File: src/wdg_pkg.sv
// Summary of operation
// guard counter is 16 bits, decremented once per 2048 clock cycles
// only upper 12 start-value bits writable, low nibble ones, resets to 0x000F
// counter loads start value on first enable and on each restart
// warning raised when count reaches 0x000F if warning enable is set
// without restart, count continues and system reset fires at zero
// warning is non-maskable, level 7, and forces switch to master context
// control bit 2 enables the warning interrupt
// control bit 1 enables timer; sticky until power-on reset
// any control write, from any context, reloads the counter
// control write from non-master context keeps data unchanged, only reloads
// control data written only by master while lock clear; reads from all
// start value written only by master while lock clear; reads from all
// start value writes ignored while timer enable is set
// minor reset reloads counter and keeps timer enabled
// debug freeze stops decrementing, so no warning or reset
// control register reads zero after reset
// software writes start value before setting enable
// software writes control register periodically before expiry
// warning raised once per countdown pass, rearmed only by a reload
package wdg_pkg;
  localparam int          COUNT_W       = 16;
  localparam int          PRESCALE_DIV  = 2048;
  localparam int          ADDR_W        = 8;
  localparam int          CTX_W         = 3;

  localparam logic [7:0]  OFS_CTRL      = 8'h00;
  localparam logic [7:0]  OFS_RELOAD    = 8'h04;
  localparam logic [7:0]  OFS_STATUS    = 8'h08;
  localparam logic [7:0]  OFS_MASK      = 8'h0C;
  localparam logic [7:0]  OFS_COUNT     = 8'h10;

  localparam int          CTRL_EN_BIT   = 1;
  localparam int          CTRL_IE_BIT   = 2;
  localparam logic [31:0] CTRL_RESET    = 32'h0000_0000;
  localparam logic [15:0] RELOAD_RESET  = 16'h000F;
  localparam logic [3:0]  RELOAD_FIXED  = 4'hF;
  localparam int          RELOAD_LO_W   = 4;
  localparam logic [15:0] WARN_VALUE    = 16'h000F;
  localparam logic [15:0] ZERO_VALUE    = 16'h0000;

  localparam int          ST_WARN_BIT   = 0;
  localparam int          ST_EXPIRE_BIT = 1;
  localparam int          EVT_W         = 2;

  localparam logic [2:0]  MASTER_CTX    = 3'h0;
  localparam logic [2:0]  NMI_LEVEL     = 3'h7;

  typedef enum logic [2:0] {
    CNT_IDLE = 3'b001,
    CNT_RUN  = 3'b010,
    CNT_DONE = 3'b100
  } cnt_state_t;
endpackage

File: src/guard_if.sv
`timescale 1ns/1ps
`default_nettype none
interface guard_if;
  logic                         load;
  logic                         run;
  logic [wdg_pkg::COUNT_W-1:0]  start;
  logic [wdg_pkg::COUNT_W-1:0]  count;
  logic                         warn_hit;
  logic                         zero_hit;
  modport ctl (output load, run, start, input count, warn_hit, zero_hit);
  modport cnt (input load, run, start, output count, warn_hit, zero_hit);
endinterface
`default_nettype wire

File: src/watchdog_countdown.sv
// The APB register port and the address map were decided locally.
`timescale 1ns/1ps
`default_nettype none
module watchdog_countdown #(
  parameter int PRESCALE = wdg_pkg::PRESCALE_DIV
) (
  input  wire logic                        mclk,
  input  wire logic                        rst,
  input  wire logic                        ce,
  input  wire logic [wdg_pkg::ADDR_W-1:0]  paddr,
  input  wire logic                        psel,
  input  wire logic                        penable,
  input  wire logic                        pwrite,
  input  wire logic [31:0]                 pwdata,
  input  wire logic [wdg_pkg::CTX_W-1:0]   bus_ctx,
  input  wire logic                        cfg_lock,
  input  wire logic                        minor_rst,
  input  wire logic                        dbg_freeze,
  output logic [31:0]                      prdata,
  output logic                             pready,
  output logic                             pslverr,
  output logic                             irq,
  output logic                             nmi_warn,
  output logic [2:0]                       nmi_level,
  output logic                             ctx_switch_req,
  output logic                             sys_reset_req
);
  localparam int HI_W = wdg_pkg::COUNT_W - wdg_pkg::RELOAD_LO_W;

  function automatic logic hit(input logic [wdg_pkg::ADDR_W-1:0] a,
                               input logic [7:0]                 ofs);
    hit = (a == ofs);
  endfunction

  logic [31:0]                prdata_q;
  logic                       pready_q;
  logic                       pslverr_q;
  logic                       irq_q;
  logic                       nmi_q;
  logic [2:0]                 nmi_level_q;
  logic                       ctx_sw_q;
  logic                       sysrst_q;
  logic                       en_q;
  logic                       int_en_q;
  logic [HI_W-1:0]            reload_hi_q;
  logic [wdg_pkg::EVT_W-1:0]  status_q;
  logic [wdg_pkg::EVT_W-1:0]  mask_q;
  logic                       load_q;
  logic                       frz_meta_q;
  logic                       frz_q;

  logic                       setup_rd;
  logic                       acc;
  logic                       wr_ctrl;
  logic                       wr_reload;
  logic                       wr_mask;
  logic                       rd_status;
  logic                       may_write;
  logic                       en_set;
  logic                       mapped;
  logic [wdg_pkg::EVT_W-1:0]  events;
  logic [wdg_pkg::EVT_W-1:0]  status_d;
  logic [31:0]                rd_word;

  guard_if g ();

  guard_counter #(
    .PRESCALE (PRESCALE)
  ) u_counter (
    .mclk (mclk),
    .rst  (rst),
    .ce   (ce),
    .g    (g)
  );

  assign g.load  = load_q;
  assign g.run   = en_q && !frz_q;
  assign g.start = {reload_hi_q, wdg_pkg::RELOAD_FIXED};

  assign prdata         = prdata_q;
  assign pready         = pready_q;
  assign pslverr        = pslverr_q;
  assign irq            = irq_q;
  assign nmi_warn       = nmi_q;
  assign nmi_level      = nmi_level_q;
  assign ctx_switch_req = ctx_sw_q;
  assign sys_reset_req  = sysrst_q;

  //////////////////////////////////////////////////////////////////////////
  // apb decode: one wait state, so access completes on second penable
  assign acc       = psel && penable && pready_q;
  assign setup_rd  = psel && penable && !pready_q;
  assign may_write = (bus_ctx == wdg_pkg::MASTER_CTX) && !cfg_lock;
  assign wr_ctrl   = acc && pwrite && hit(paddr, wdg_pkg::OFS_CTRL);
  assign wr_reload = acc && pwrite && hit(paddr, wdg_pkg::OFS_RELOAD);
  assign wr_mask   = acc && pwrite && hit(paddr, wdg_pkg::OFS_MASK);
  assign rd_status = acc && !pwrite && hit(paddr, wdg_pkg::OFS_STATUS);
  assign en_set    = wr_ctrl && may_write && pwdata[wdg_pkg::CTRL_EN_BIT]
                     && !en_q;
  assign mapped    = hit(paddr, wdg_pkg::OFS_CTRL)   ||
                     hit(paddr, wdg_pkg::OFS_RELOAD) ||
                     hit(paddr, wdg_pkg::OFS_STATUS) ||
                     hit(paddr, wdg_pkg::OFS_MASK)   ||
                     hit(paddr, wdg_pkg::OFS_COUNT);

  always_comb begin
    rd_word = 32'h0000_0000;
    if (hit(paddr, wdg_pkg::OFS_CTRL)) begin
      rd_word[wdg_pkg::CTRL_EN_BIT] = en_q;
      rd_word[wdg_pkg::CTRL_IE_BIT] = int_en_q;
    end else if (hit(paddr, wdg_pkg::OFS_RELOAD)) begin
      rd_word[wdg_pkg::COUNT_W-1:0] = g.start;
    end else if (hit(paddr, wdg_pkg::OFS_STATUS)) begin
      rd_word[wdg_pkg::EVT_W-1:0] = status_q;
    end else if (hit(paddr, wdg_pkg::OFS_MASK)) begin
      rd_word[wdg_pkg::EVT_W-1:0] = mask_q;
    end else if (hit(paddr, wdg_pkg::OFS_COUNT)) begin
      rd_word[wdg_pkg::COUNT_W-1:0] = g.count;
    end
  end

  always_ff @(posedge mclk) begin
    if (rst) begin
      pready_q  <= 1'b0;
      pslverr_q <= 1'b0;
      prdata_q  <= 32'h0000_0000;
    end else if (ce) begin
      pready_q <= setup_rd;
      if (setup_rd) begin
        // reads are open to every context
        pslverr_q <= !mapped;
        prdata_q  <= pwrite ? 32'h0000_0000 : rd_word;
      end else begin
        pslverr_q <= 1'b0;
      end
    end
  end

  //////////////////////////////////////////////////////////////////////////
  // control register
  always_ff @(posedge mclk) begin
    if (rst) begin
      en_q     <= wdg_pkg::CTRL_RESET[wdg_pkg::CTRL_EN_BIT];
      int_en_q <= wdg_pkg::CTRL_RESET[wdg_pkg::CTRL_IE_BIT];
    end else if (ce) begin
      if (wr_ctrl && may_write) begin
        // enable can only be set; clearing needs power-on reset
        en_q     <= en_q | pwdata[wdg_pkg::CTRL_EN_BIT];
        int_en_q <= pwdata[wdg_pkg::CTRL_IE_BIT];
      end
    end
  end

  // start value; locked while running so a pass length cannot change
  always_ff @(posedge mclk) begin
    if (rst) begin
      reload_hi_q <= wdg_pkg::RELOAD_RESET[wdg_pkg::COUNT_W-1:
                                           wdg_pkg::RELOAD_LO_W];
    end else if (ce) begin
      if (wr_reload && may_write && !en_q) begin
        reload_hi_q <= pwdata[wdg_pkg::COUNT_W-1:wdg_pkg::RELOAD_LO_W];
      end
    end
  end

  // restart pulse; minor reset leaves enable alone
  always_ff @(posedge mclk) begin
    if (rst) begin
      load_q <= 1'b0;
    end else if (ce) begin
      load_q <= wr_ctrl || en_set || minor_rst;
    end
  end

  //////////////////////////////////////////////////////////////////////////
  // freeze comes from the debug port domain
  always_ff @(posedge mclk) begin
    if (rst) begin
      frz_meta_q <= 1'b0;
      frz_q      <= 1'b0;
    end else if (ce) begin
      frz_meta_q <= dbg_freeze;
      frz_q      <= frz_meta_q;
    end
  end

  //////////////////////////////////////////////////////////////////////////
  // warning nmi and system reset
  always_ff @(posedge mclk) begin
    if (rst) begin
      nmi_q       <= 1'b0;
      ctx_sw_q    <= 1'b0;
      sysrst_q    <= 1'b0;
      nmi_level_q <= 3'h0;
    end else if (ce) begin
      nmi_q       <= g.warn_hit && int_en_q;
      ctx_sw_q    <= g.warn_hit && int_en_q;
      sysrst_q    <= g.zero_hit;
      nmi_level_q <= wdg_pkg::NMI_LEVEL;
    end
  end

  //////////////////////////////////////////////////////////////////////////
  // sticky status, cleared by read; a new event beats the clear
  assign events[wdg_pkg::ST_WARN_BIT]   = g.warn_hit && int_en_q;
  assign events[wdg_pkg::ST_EXPIRE_BIT] = g.zero_hit;
  assign status_d = (status_q & {wdg_pkg::EVT_W{~rd_status}}) | events;

  always_ff @(posedge mclk) begin
    if (rst) begin
      status_q <= '0;
      mask_q   <= '0;
      irq_q    <= 1'b0;
    end else if (ce) begin
      status_q <= status_d;
      if (wr_mask && may_write) begin
        mask_q <= pwdata[wdg_pkg::EVT_W-1:0];
      end
      irq_q <= |(status_d & mask_q);
    end
  end

  //////////////////////////////////////////////////////////////////////////
  property p_en_sticky;
    @(posedge mclk) disable iff (rst)
      en_q |=> en_q;
  endproperty
  a_en_sticky: assert property (p_en_sticky)
    else $error("timer enable dropped without power-on reset");

  property p_ctrl_reload;
    @(posedge mclk) disable iff (rst)
      (ce && wr_ctrl) |=> load_q ##1 g.count == $past(g.start);
  endproperty
  a_ctrl_reload: assert property (p_ctrl_reload)
    else $error("control write did not reload the counter");

  property p_foreign_ctrl;
    @(posedge mclk) disable iff (rst)
      (ce && wr_ctrl && bus_ctx != wdg_pkg::MASTER_CTX)
      |=> $stable(int_en_q) && $stable(en_q);
  endproperty
  a_foreign_ctrl: assert property (p_foreign_ctrl)
    else $error("non-master write changed control data");

  property p_locked_ctrl;
    @(posedge mclk) disable iff (rst)
      (ce && wr_ctrl && cfg_lock) |=> $stable(int_en_q);
  endproperty
  a_locked_ctrl: assert property (p_locked_ctrl)
    else $error("control changed while locked");

  property p_reload_guard;
    @(posedge mclk) disable iff (rst)
      (ce && wr_reload && (en_q || !may_write)) |=> $stable(reload_hi_q);
  endproperty
  a_reload_guard: assert property (p_reload_guard)
    else $error("start value changed while protected");

  property p_reload_running;
    @(posedge mclk) disable iff (rst)
      en_q |=> $stable(reload_hi_q);
  endproperty
  a_reload_running: assert property (p_reload_running)
    else $error("start value changed while timer enabled");

  property p_nibble;
    @(posedge mclk) disable iff (rst)
      (ce && setup_rd && !pwrite && hit(paddr, wdg_pkg::OFS_RELOAD))
      |=> prdata_q[3:0] == wdg_pkg::RELOAD_FIXED;
  endproperty
  a_nibble: assert property (p_nibble)
    else $error("start value low nibble not all ones");

  property p_warn_path;
    @(posedge mclk) disable iff (rst)
      (ce && g.warn_hit) |=> nmi_q == $past(int_en_q) &&
                             ctx_sw_q == $past(int_en_q);
  endproperty
  a_warn_path: assert property (p_warn_path)
    else $error("warning nmi does not follow enable");

  property p_nmi_level;
    @(posedge mclk) disable iff (rst)
      nmi_q |-> ctx_sw_q && nmi_level_q == wdg_pkg::NMI_LEVEL;
  endproperty
  a_nmi_level: assert property (p_nmi_level)
    else $error("nmi without level 7 or context switch");

  property p_expire;
    @(posedge mclk) disable iff (rst)
      (ce && g.zero_hit) |=> sysrst_q;
  endproperty
  a_expire: assert property (p_expire)
    else $error("zero count gave no system reset");

  property p_minor;
    @(posedge mclk) disable iff (rst)
      (ce && minor_rst) |=> load_q && en_q == $past(en_q);
  endproperty
  a_minor: assert property (p_minor)
    else $error("minor reset mishandled");

  property p_first_enable;
    @(posedge mclk) disable iff (rst)
      (ce && $rose(en_q)) |=> g.count == g.start;
  endproperty
  a_first_enable: assert property (p_first_enable)
    else $error("first enable did not load the start value");

  property p_foreign_reload;
    @(posedge mclk) disable iff (rst)
      (ce && wr_ctrl && !may_write) |=> load_q;
  endproperty
  a_foreign_reload: assert property (p_foreign_reload)
    else $error("refused control write did not reload");

  property p_nmi_gated;
    @(posedge mclk) disable iff (rst)
      (ce && !int_en_q) |=> !nmi_q && !ctx_sw_q;
  endproperty
  a_nmi_gated: assert property (p_nmi_gated)
    else $error("warning nmi raised with warning disabled");

  property p_warn_status;
    @(posedge mclk) disable iff (rst)
      (ce && g.warn_hit && !int_en_q && !rd_status)
      |=> $stable(status_q[wdg_pkg::ST_WARN_BIT]);
  endproperty
  a_warn_status: assert property (p_warn_status)
    else $error("disabled warning set its status bit");

  // two frozen cycles cover the pipeline from counter to outputs
  property p_freeze_quiet;
    @(posedge mclk) disable iff (rst)
      (ce && $past(ce) && frz_q && $past(frz_q))
      |=> !nmi_q && !sysrst_q;
  endproperty
  a_freeze_quiet: assert property (p_freeze_quiet)
    else $error("warning or reset while frozen");

  c_nmi:     cover property (@(posedge mclk) disable iff (rst) nmi_q);
  c_sysrst:  cover property (@(posedge mclk) disable iff (rst) sysrst_q);
  c_foreign: cover property (@(posedge mclk) disable iff (rst)
                             wr_ctrl && bus_ctx != wdg_pkg::MASTER_CTX);
  c_frozen:  cover property (@(posedge mclk) disable iff (rst)
                             en_q && frz_q);
  c_minor:   cover property (@(posedge mclk) disable iff (rst)
                             minor_rst && en_q);
endmodule
`default_nettype wire

File: src/guard_counter.sv
`timescale 1ns/1ps
`default_nettype none
module guard_counter #(
  parameter int PRESCALE = wdg_pkg::PRESCALE_DIV
) (
  input  wire logic mclk,
  input  wire logic rst,
  input  wire logic ce,
  guard_if.cnt      g
);
  localparam int PW = $clog2(PRESCALE);

  logic [PW-1:0]               pre_q;
  logic [wdg_pkg::COUNT_W-1:0] count_q;
  wdg_pkg::cnt_state_t         state_q;
  logic                        warned_q;
  logic                        warn_q;
  logic                        zero_q;
  logic                        tick;

  assign tick       = (pre_q == PW'(PRESCALE - 1)) && g.run;
  assign g.count    = count_q;
  assign g.warn_hit = warn_q;
  assign g.zero_hit = zero_q;

  //////////////////////////////////////////////////////////////////////////
  // prescaler restarts on every load so a pass is never short
  always_ff @(posedge mclk) begin
    if (rst) begin
      pre_q <= '0;
    end else if (ce) begin
      if (g.load || !g.run) begin
        pre_q <= pre_q & {PW{~g.load}};
      end else if (tick) begin
        pre_q <= '0;
      end else begin
        pre_q <= pre_q + PW'(1);
      end
    end
  end

  //////////////////////////////////////////////////////////////////////////
  always_ff @(posedge mclk) begin
    if (rst) begin
      state_q <= wdg_pkg::CNT_IDLE;
      count_q <= wdg_pkg::RELOAD_RESET;
      zero_q  <= 1'b0;
    end else if (ce) begin
      zero_q <= 1'b0;
      if (g.load) begin
        state_q <= wdg_pkg::CNT_RUN;
        count_q <= g.start;
      end else begin
        case (state_q)
          wdg_pkg::CNT_IDLE: begin
            state_q <= wdg_pkg::CNT_IDLE;
          end
          wdg_pkg::CNT_RUN: begin
            // run drops while frozen, so tick never fires
            if (tick) begin
              count_q <= count_q - wdg_pkg::COUNT_W'(1);
              if (count_q == wdg_pkg::COUNT_W'(1)) begin
                zero_q  <= 1'b1;
                state_q <= wdg_pkg::CNT_DONE;
              end
            end
          end
          wdg_pkg::CNT_DONE: begin
            // hold at zero until reloaded; chip reset normally follows
            state_q <= wdg_pkg::CNT_DONE;
          end
          default: begin
            state_q <= wdg_pkg::CNT_IDLE;
          end
        endcase
      end
    end
  end

  //////////////////////////////////////////////////////////////////////////
  // warning point is caught by level, also when loaded straight onto it
  always_ff @(posedge mclk) begin
    if (rst) begin
      warned_q <= 1'b0;
      warn_q   <= 1'b0;
    end else if (ce) begin
      warn_q <= 1'b0;
      if (g.load) begin
        warned_q <= 1'b0;
      end else if (state_q == wdg_pkg::CNT_RUN && g.run && !warned_q &&
                   count_q == wdg_pkg::WARN_VALUE) begin
        warned_q <= 1'b1;
        warn_q   <= 1'b1;
      end
    end
  end

  //////////////////////////////////////////////////////////////////////////
  property p_tick_spacing;
    @(posedge mclk) disable iff (rst)
      (ce && state_q == wdg_pkg::CNT_RUN && !g.load && count_q != '0 &&
       $past(count_q) != count_q && $past(ce) && !$past(g.load))
      |-> $past(pre_q) == PW'(PRESCALE - 1);
  endproperty
  a_tick_spacing: assert property (p_tick_spacing)
    else $error("count moved without a full prescale period");

  property p_load_value;
    @(posedge mclk) disable iff (rst)
      (ce && g.load) |=> count_q == $past(g.start);
  endproperty
  a_load_value: assert property (p_load_value)
    else $error("counter did not take the start value");

  property p_freeze_hold;
    @(posedge mclk) disable iff (rst)
      (ce && !g.run && !g.load) |=> count_q == $past(count_q) && !zero_q;
  endproperty
  a_freeze_hold: assert property (p_freeze_hold)
    else $error("counter moved while stopped");

  property p_warn_once;
    @(posedge mclk) disable iff (rst)
      warn_q |-> !$past(warned_q) && warned_q;
  endproperty
  a_warn_once: assert property (p_warn_once)
    else $error("warning repeated within one pass");
endmodule
`default_nettype wire

File: config.mk
export PLATFORM = sky130hd
export DESIGN_NAME = watchdog_countdown
export DESIGN_NICKNAME = d
export VERILOG_FILES = /design/src/wdg_pkg.sv /design/src/guard_if.sv /design/src/watchdog_countdown.sv /design/src/guard_counter.sv
export SDC_FILE = /design/constraint.sdc
export NUM_CORES = 1
export LEC_CHECK = 0
export ABC_CLOCK_PERIOD_IN_PS = 2800
export BUFFER_PORTS_ARGS = -buffer_cell sky130_fd_sc_hd__buf_2
export CAP_MARGIN = 20
export CORE_ASPECT_RATIO = 1.2
export CORE_MARGIN = 2
export CORE_UTILIZATION = 53
export DETAILED_ROUTE_END_ITERATION = 8
export GPL_TIMING_DRIVEN = 0
export PLACE_DENSITY = 0.83
export SLEW_MARGIN = 0
export SYNTH_ARGS = -nofsm -noshare
export SYNTH_HDL_FRONTEND = slang
export SYNTH_SLANG_ARGS = --single-unit
export TNS_END_PERCENT = 20
File: constraint.sdc
create_clock -name mclk -period 2.8 [get_ports mclk]
set_clock_uncertainty 0.2 [all_clocks]
set_input_delay 0 -clock mclk [delete_from_list [all_inputs] [get_ports mclk]]
set_output_delay 0 -clock mclk [all_outputs]
set_load 0.05 [all_outputs]
== Yosys cells after proc, flatten, opt, wreduce, memory -nomap -nowiden ==
Cells that the tools add are included.

* Equal/unequal tests: 11
* Bitwise logic cells: 7
* Reductions and logical operators: 50
* Muxes and demuxes: 28
* $add $sub $neg: 2

{| class="wikitable"
|+ Operators by type and width
! cell !! count
|-
| 16-bit 2-to-1 mux || 6
|-
| 14-bit 2-to-1 mux || 2
|-
| 1-bit logical AND || 22
|-
| 11-bit 2-to-1 mux || 2
|-
| 16-bit by 1-bit == test with 1-bit output (second input constant) || 1
|-
| 16-bit by 4-bit == test with 1-bit output (second input constant) || 1
|-
| 8-bit by 4-bit == test with 1-bit output (second input constant) || 2
|-
| 16-bit by 1-bit subtractor with 16-bit output (second input constant) || 1
|-
| 13-bit 2-to-1 mux || 1
|-
| 11-bit by 1-bit adder with 11-bit output (second input constant) || 1
|-
| 11-bit AND || 1
|-
| 11-bit == test (second input constant) || 1
|-
| 1-bit 2-to-1 mux || 10
|-
| 2-bit AND reduction || 5
|-
| 3-bit 2-to-1 mux || 3
|-
| 8-bit by 3-bit == test with 1-bit output (second input constant) || 1
|-
| 8-bit by 5-bit == test with 1-bit output (second input constant) || 1
|-
| 1-bit logical NOT || 8
|-
| 8-bit logical NOT || 1
|-
| 1-bit logical OR || 7
|-
| 2-bit 2-to-1 mux || 3
|-
| 3-bit by 2-bit != test with 1-bit output (second input constant) || 2
|-
| 3-bit case mux with 2 select lines || 1
|-
| 3-bit AND reduction || 2
|-
| other kinds (9) || 13
|}

* Word-level logic and storage cells: 119
* Bits in registers: 92
* Output and inout port bits: 41
* Input port bits: 52

== Logic depth before layout (Yosys ltp) ==
* Depth in word-level cells: 9
* Gate-level depth with buffers: 8

== Cells and area by module ==
A second synthesis with hierarchy kept.

* Cells, all modules: 499
* Area total of the unflattened synthesis: 4097.7 um^2

{| class="wikitable"
|+ By module, submodules not included
! module !! times used !! area an instance (um^2) !! cells an instance !! seq. area each (um^2)
|-
| guard_counter || 1 || 2089.5 || 251 || 660.6
|-
| watchdog_countdown || 1 || 2008.2 || 248 || 860.8
|}

== Worst setup path before layout ==
No wires, ideal clock.

* Path kind: register to register
* Start: register pready_q (netlist: pready)
* End: register reload_hi_q[8]
* Period minus slack after synthesis: 2414 ps
* Required time: 2472 ps
* Setup slack: 386 ps
* Library setup time: 128 ps
* Arrival: 2087 ps
* Buffers on the path: 2
* Cell stages (with the launch flop): 8
* Path through: dfxtp_1 -> and4_1 -> nand4_1 -> or4_1 -> clkbuf_1 -> buf_2 -> mux2i_1 -> nor2_1

* Longest elaborated chain between the ends: 6

{| class="wikitable"
|+ Ends and longest elaborated chain
! element !! RTL line !! text
|-
| start, declared || watchdog_countdown.sv:36 || <nowiki>logic pready_q;</nowiki>
|-
| start signal, assigned || watchdog_countdown.sv:128 || <nowiki>pready_q <= setup_rd;</nowiki>
|-
| 1-bit logical AND || watchdog_countdown.sv:91 || <nowiki>assign acc = psel && penable && pready_q;</nowiki>
|-
| 1-bit logical AND (2 in series) || watchdog_countdown.sv:95 || <nowiki>assign wr_reload = acc && pwrite && hit(paddr, wdg_pkg::OFS_RELOAD);</nowiki>
|-
| 1-bit logical AND (2 in series) || watchdog_countdown.sv:160 || <nowiki>if (wr_reload && may_write && !en_q) begin</nowiki>
|-
| 2-bit AND reduction (no source line) || n/a ||
|-
| end signal, assigned || watchdog_countdown.sv:157 || <nowiki>reload_hi_q <= wdg_pkg::RELOAD_RESET[wdg_pkg::COUNT_W-1:</nowiki>
|-
| end signal, assigned || watchdog_countdown.sv:161 || <nowiki>reload_hi_q <= pwdata[wdg_pkg::COUNT_W-1:wdg_pkg::RELOAD_LO_W];</nowiki>
|-
| end, declared || watchdog_countdown.sv:45 || <nowiki>logic [HI_W-1:0] reload_hi_q;</nowiki>
|}

Every way passes these cells.
A chain may end at the register's enable or synchronous reset.

== Worst setup path after layout ==
* Start: input port paddr[6] (netlist bit)
* End: register prdata_q[0] (netlist: prdata[0])

* Longest elaborated chain between the ends: 7
* Elaborated cells on any way between the ends: 11
* Classes of those cells: 4 x eq/ne; 6 x mux; 1 x reduce/logical

{| class="wikitable"
|+ Ends and longest elaborated chain
! element !! RTL line !! text
|-
| start, declared || watchdog_countdown.sv:10 || <nowiki>input wire logic [wdg_pkg::ADDR_W-1:0] paddr,</nowiki>
|-
| 8-bit by 5-bit == test with 1-bit output || watchdog_countdown.sv:32 || <nowiki>hit = (a == ofs);</nowiki>
|-
| 16-bit 2-to-1 mux || watchdog_countdown.sv:117 || <nowiki>end else if (hit(paddr, wdg_pkg::OFS_COUNT)) begin</nowiki>
|-
| 2-bit 2-to-1 mux || watchdog_countdown.sv:115 || <nowiki>end else if (hit(paddr, wdg_pkg::OFS_MASK)) begin</nowiki>
|-
| 2-bit 2-to-1 mux || watchdog_countdown.sv:113 || <nowiki>end else if (hit(paddr, wdg_pkg::OFS_STATUS)) begin</nowiki>
|-
| 16-bit 2-to-1 mux || watchdog_countdown.sv:111 || <nowiki>end else if (hit(paddr, wdg_pkg::OFS_RELOAD)) begin</nowiki>
|-
| 1-bit 2-to-1 mux * || watchdog_countdown.sv:108 || <nowiki>if (hit(paddr, wdg_pkg::OFS_CTRL)) begin</nowiki>
|-
| 16-bit 2-to-1 mux * || watchdog_countdown.sv:132 || <nowiki>prdata_q <= pwrite ? 32'h0000_0000 : rd_word;</nowiki>
|-
| end signal, assigned || watchdog_countdown.sv:132 ||
|-
| end, declared || watchdog_countdown.sv:35 || <nowiki>logic [31:0] prdata_q;</nowiki>
|}

Mark *: on every way between the ends. The rest lies on a longest branch, timed or not.

==> impl_metrics.yaml <==
logic_synthesis:
  yosysUniqueCellTypes: 56
  ys_seq_area_share_pct: 40.0
  ys_warn_count: 0
  synth_top_family_by_area: "simple AND/OR/NAND/NOR gates"
  synth_compound_area_share_pct: 21.2
  ys_ff_latch: 76
  async_flop_share_pct: 0
  synthMuxAreaShare_pct: 5.29
  syn_area_um2: 3810
  synth-simple-area-share_pct: 23.6
  synthAdderAreaFrac_pct: 1.31
  synth_edf_count: 0
  syn_area_per_cell_um2: 7.97
  synth_xor_area_share_pct: 0.690
  synth_ff_type: "dfxtp_1"
  postSynthCellCount: 478
clock_tree:
  clock-root-buffer: "clkbuf_8"
  clk_pin_slew_ns: 0.10
  clock-sinks: 76
  tritoncts: "done"
  clock_path_buffers: 2
  cts_buffers: 9
  insertion_delay_ns: 0.37
  htreeDepth: 3
sta:
  slew_headroom_pct: 47.2
  hold_viol: 0
  fin_ws_ns: 0.0907
  rsz0062_at_grt: "no"
  setup_violations: 0
  whs_ns: 0.0178
  final_max_slew_viol_count: 0
  fin_tns_setup_ns: 0
  fin_crit_ns: 2.71
  worst_pin_slew_ns: 0.786
  period_share_pct: 96.8
  fmax_mhz: 369
critical_path:
  critical_path_required_ns: 2.90
  cp_common_cell: "dlygate4sd3_1"
  worst_path_max_delay_cell: "dlygate4sd3_1"
  path_class: "input port to register"
  path_max_fanout: 4
  critPathBufInv: 4
  critPathCaptureType: "register"
  r2r_setup_slack_ns: 0.16
  crit_family: "buffers and inverters"
  path_cells: "dlygate4sd3_1 > buf_2 > nor4_4 > nor3b_1 > dlygate4sd3_1 > o211ai_1 > dlygate4sd3_1 > a21oi_1"
  worstPathArrival_ns: 2.81
  worstReg2RegStart: "pready"
  ff2ff_path_depth: 7
  start_kind: "input port"
  cpPeakStageDelay_ns: 0.63
  timing.rr.end: "int_en_q"
hold_path:
  whs_path_depth: 5
  min_from: "ce"
  holdPathEnd: "u_counter.g.count[2]"
  hold_path_class: "input port to register"
grt:
  grt-ovfl-total: 0
  grt_pass1_wl_um: 18500
  grt_max_degree: 16
  grt_pass1_vias: 3956
  track_usage_pct: 29.8
  antenna_found_initial: 0
placement:
  place_ws_ns: 0.261
  gp_congestion: 0.890
  place.detailed.hpwl_um: 7470
  port_buffers: 58
  place_area_um2: 4260
floorplan:
  chipWidth_um: 81.4
  die-height_um: 96.8
  start_util_pct: 55.2
  die_area_um2: 7880
  placementRows: 33
  ios: 93
  core_um2: 6900
drt:
  wl_per_cell_um: 16.6
  remaining_drc_errors: 0
  totalWireLength_um: 11400
  dr.pass1.iters: 6
  vias: 4121
  routed-wl-met3_um: 996
  top_layer: "met4"
  wl_met2_um: 5600
  avgViaCountPerCell: 5.98
  wirelength_met1_um: 4220
  ant_nets: 0
  drt_first_iter_violations: 412
power:
  p_per_area_nw_per_um2: 450
  peakVddDrop_v: 0.000347
  total_power_mw: 2.16
  leakage_nw: 1.94
layout:
  seqCellArea_um2: 1520
  drive_above_1_share_pct: 17.0
  areaGrowthSynthToFinish_pct: 26.3
  fillCellCount: 533
  fin_area_um2: 4810
  multiInputGateArea_um2: 2070
  fin_nets: 652
status:
  status: "complete, no violations"
run:
  maxCapViolations: 0
## power breakdown
part           switching (mW)  internal (mW)
sequential            0.00607           1.09
clock                   0.468          0.336
combinational           0.178         0.0912
## cell families after synthesis
| group | Yosys count |
|---|---|
| AO/OA/AOI/OAI | 129 |
| XOR/XNOR | 3 |
| adder cells (fa/ha/maj) | 4 |
| buffers and inverters | 59 |
| flip-flops | 76 |
| multiplexers | 20 |
| other | 1 |
| AND/OR/NAND/NOR | 186 |
## state kept, by name, summed over array words and instances, names as in the netlist
name / count
prdata: 16
u_counter.g.count: 16
reload_hi_q: 12
u_counter.pre_q: 11
u_counter.state_q: 3
mask_q: 2
status_q: 2
ctx_switch_req: 1
en_q: 1
frz_meta_q: 1
frz_q: 1
g.load: 1
int_en_q: 1
irq: 1
nmi_level: 1
pready: 1
pslverr: 1
sys_reset_req: 1
u_counter.g.warn_hit: 1
u_counter.g.zero_hit: 1
u_counter.warned_q: 1
## cells in the final DEF, fill, tap and decap left out, drive strengths merged, types with 4 or more instances in the layout
cell type,synthesis,routed
nand3,12,12
and3,5,5
nor4,6,6
dfxtp,76,76
inv,10,14
and2,4,4
buf,24,82
nor3,15,15
nand4,5,5
nor2,54,54
or4,4,4
dlygate4sd3,0,34
ha,4,4
nand2,57,57
mux2i,19,19
a21oi,40,40
o21ai,34,34
nor3b,4,4
conb,1,16
clkbuf,25,34
a22oi,17,17
a31oi,5,5
## timing repair
action,in CTS,in global routing
hold buffers,34,0
gates resized for setup,0,3
endpoints found under the setup margin,0,15
buffers inserted,0,0
endpoints found under the hold margin,29,0
## cell usage after synthesis (all sizes together) (3+ instances only)
master / instances / share of area [%]
nand4b: 3 / 0.69
o21ai: 34 / 4.5
o21bai: 3 / 0.59
and3: 5 / 0.82
nor3b: 4 / 0.79
o211ai: 3 / 0.59
ha: 4 / 1.3
nand3: 12 / 1.6
a311oi: 3 / 0.69
dfxtp: 76 / 40
clkbuf: 25 / 2.5
a211oi: 3 / 0.59
nor2: 54 / 5.3
nor2b: 3 / 0.49
nand2: 57 / 5.6
a41oi: 3 / 0.69
o31ai: 3 / 0.59
nand4: 5 / 0.82
buf: 24 / 4.3
or3: 3 / 0.53
inv: 10 / 0.99
a22oi: 17 / 3.4
nor4: 6 / 0.99
nor3: 15 / 2.0
mux2i: 19 / 5.0
xnor2: 3 / 0.69
or4: 4 / 0.79
a21oi: 40 / 5.3
and2: 4 / 0.66
a31oi: 5 / 0.82
## area by class of cell
type                       count  area share, %
inverter                      10          0.781
antenna                        1         0.0521
multi-input combinational    358           43.0
clock buffer                   9           2.58
timing repair buffer          92           13.1
sequential                    76           31.7
buffer                        49           5.39
tap                           87           2.26
clock inverter                 7           1.20
## worst register-to-register path, cell delays in order, from the launching register on
cell           delay [ns]
dfxtp_1              0.46
and4_1               0.30
nand3_1              0.12
nor2_1               0.18
nand2_1              0.06
dlygate4sd3_1        0.55
a21oi_1              0.12
dlygate4sd3_1        0.58
## per-stage QoR
stage / utilization (%) / cells
after CTS: 69.4 / 688
final: 69.7 / 689
after floorplan: - / 493
after global routing: 69.7 / 688
after global placement: 61.8 / 638
after detailed placement: 61.8 / 638
## per-layer routing
metal / global-route usage, % / up-vias
li1: - / 1924
met1: 34.9 / 1874
met2: 48.5 / 261
met3: 5.13 / 62
met4: 19.7 / 0
met5: 0 / -
## how the worst max path moves through the flow
stage	start	cells after the start	end
finish	paddr[6]	8	prdata[0]
floorplan	pready	7	reload_hi_q[8]
global placement	u_counter.g.count[0]	8	u_counter.g.count[10]
CTS	paddr[6]	8	prdata[0]
global route	paddr[6]	9	prdata[2]
detailed placement	u_counter.g.count[0]	8	u_counter.g.count[14]
Power figures use the tool's default switching activity.
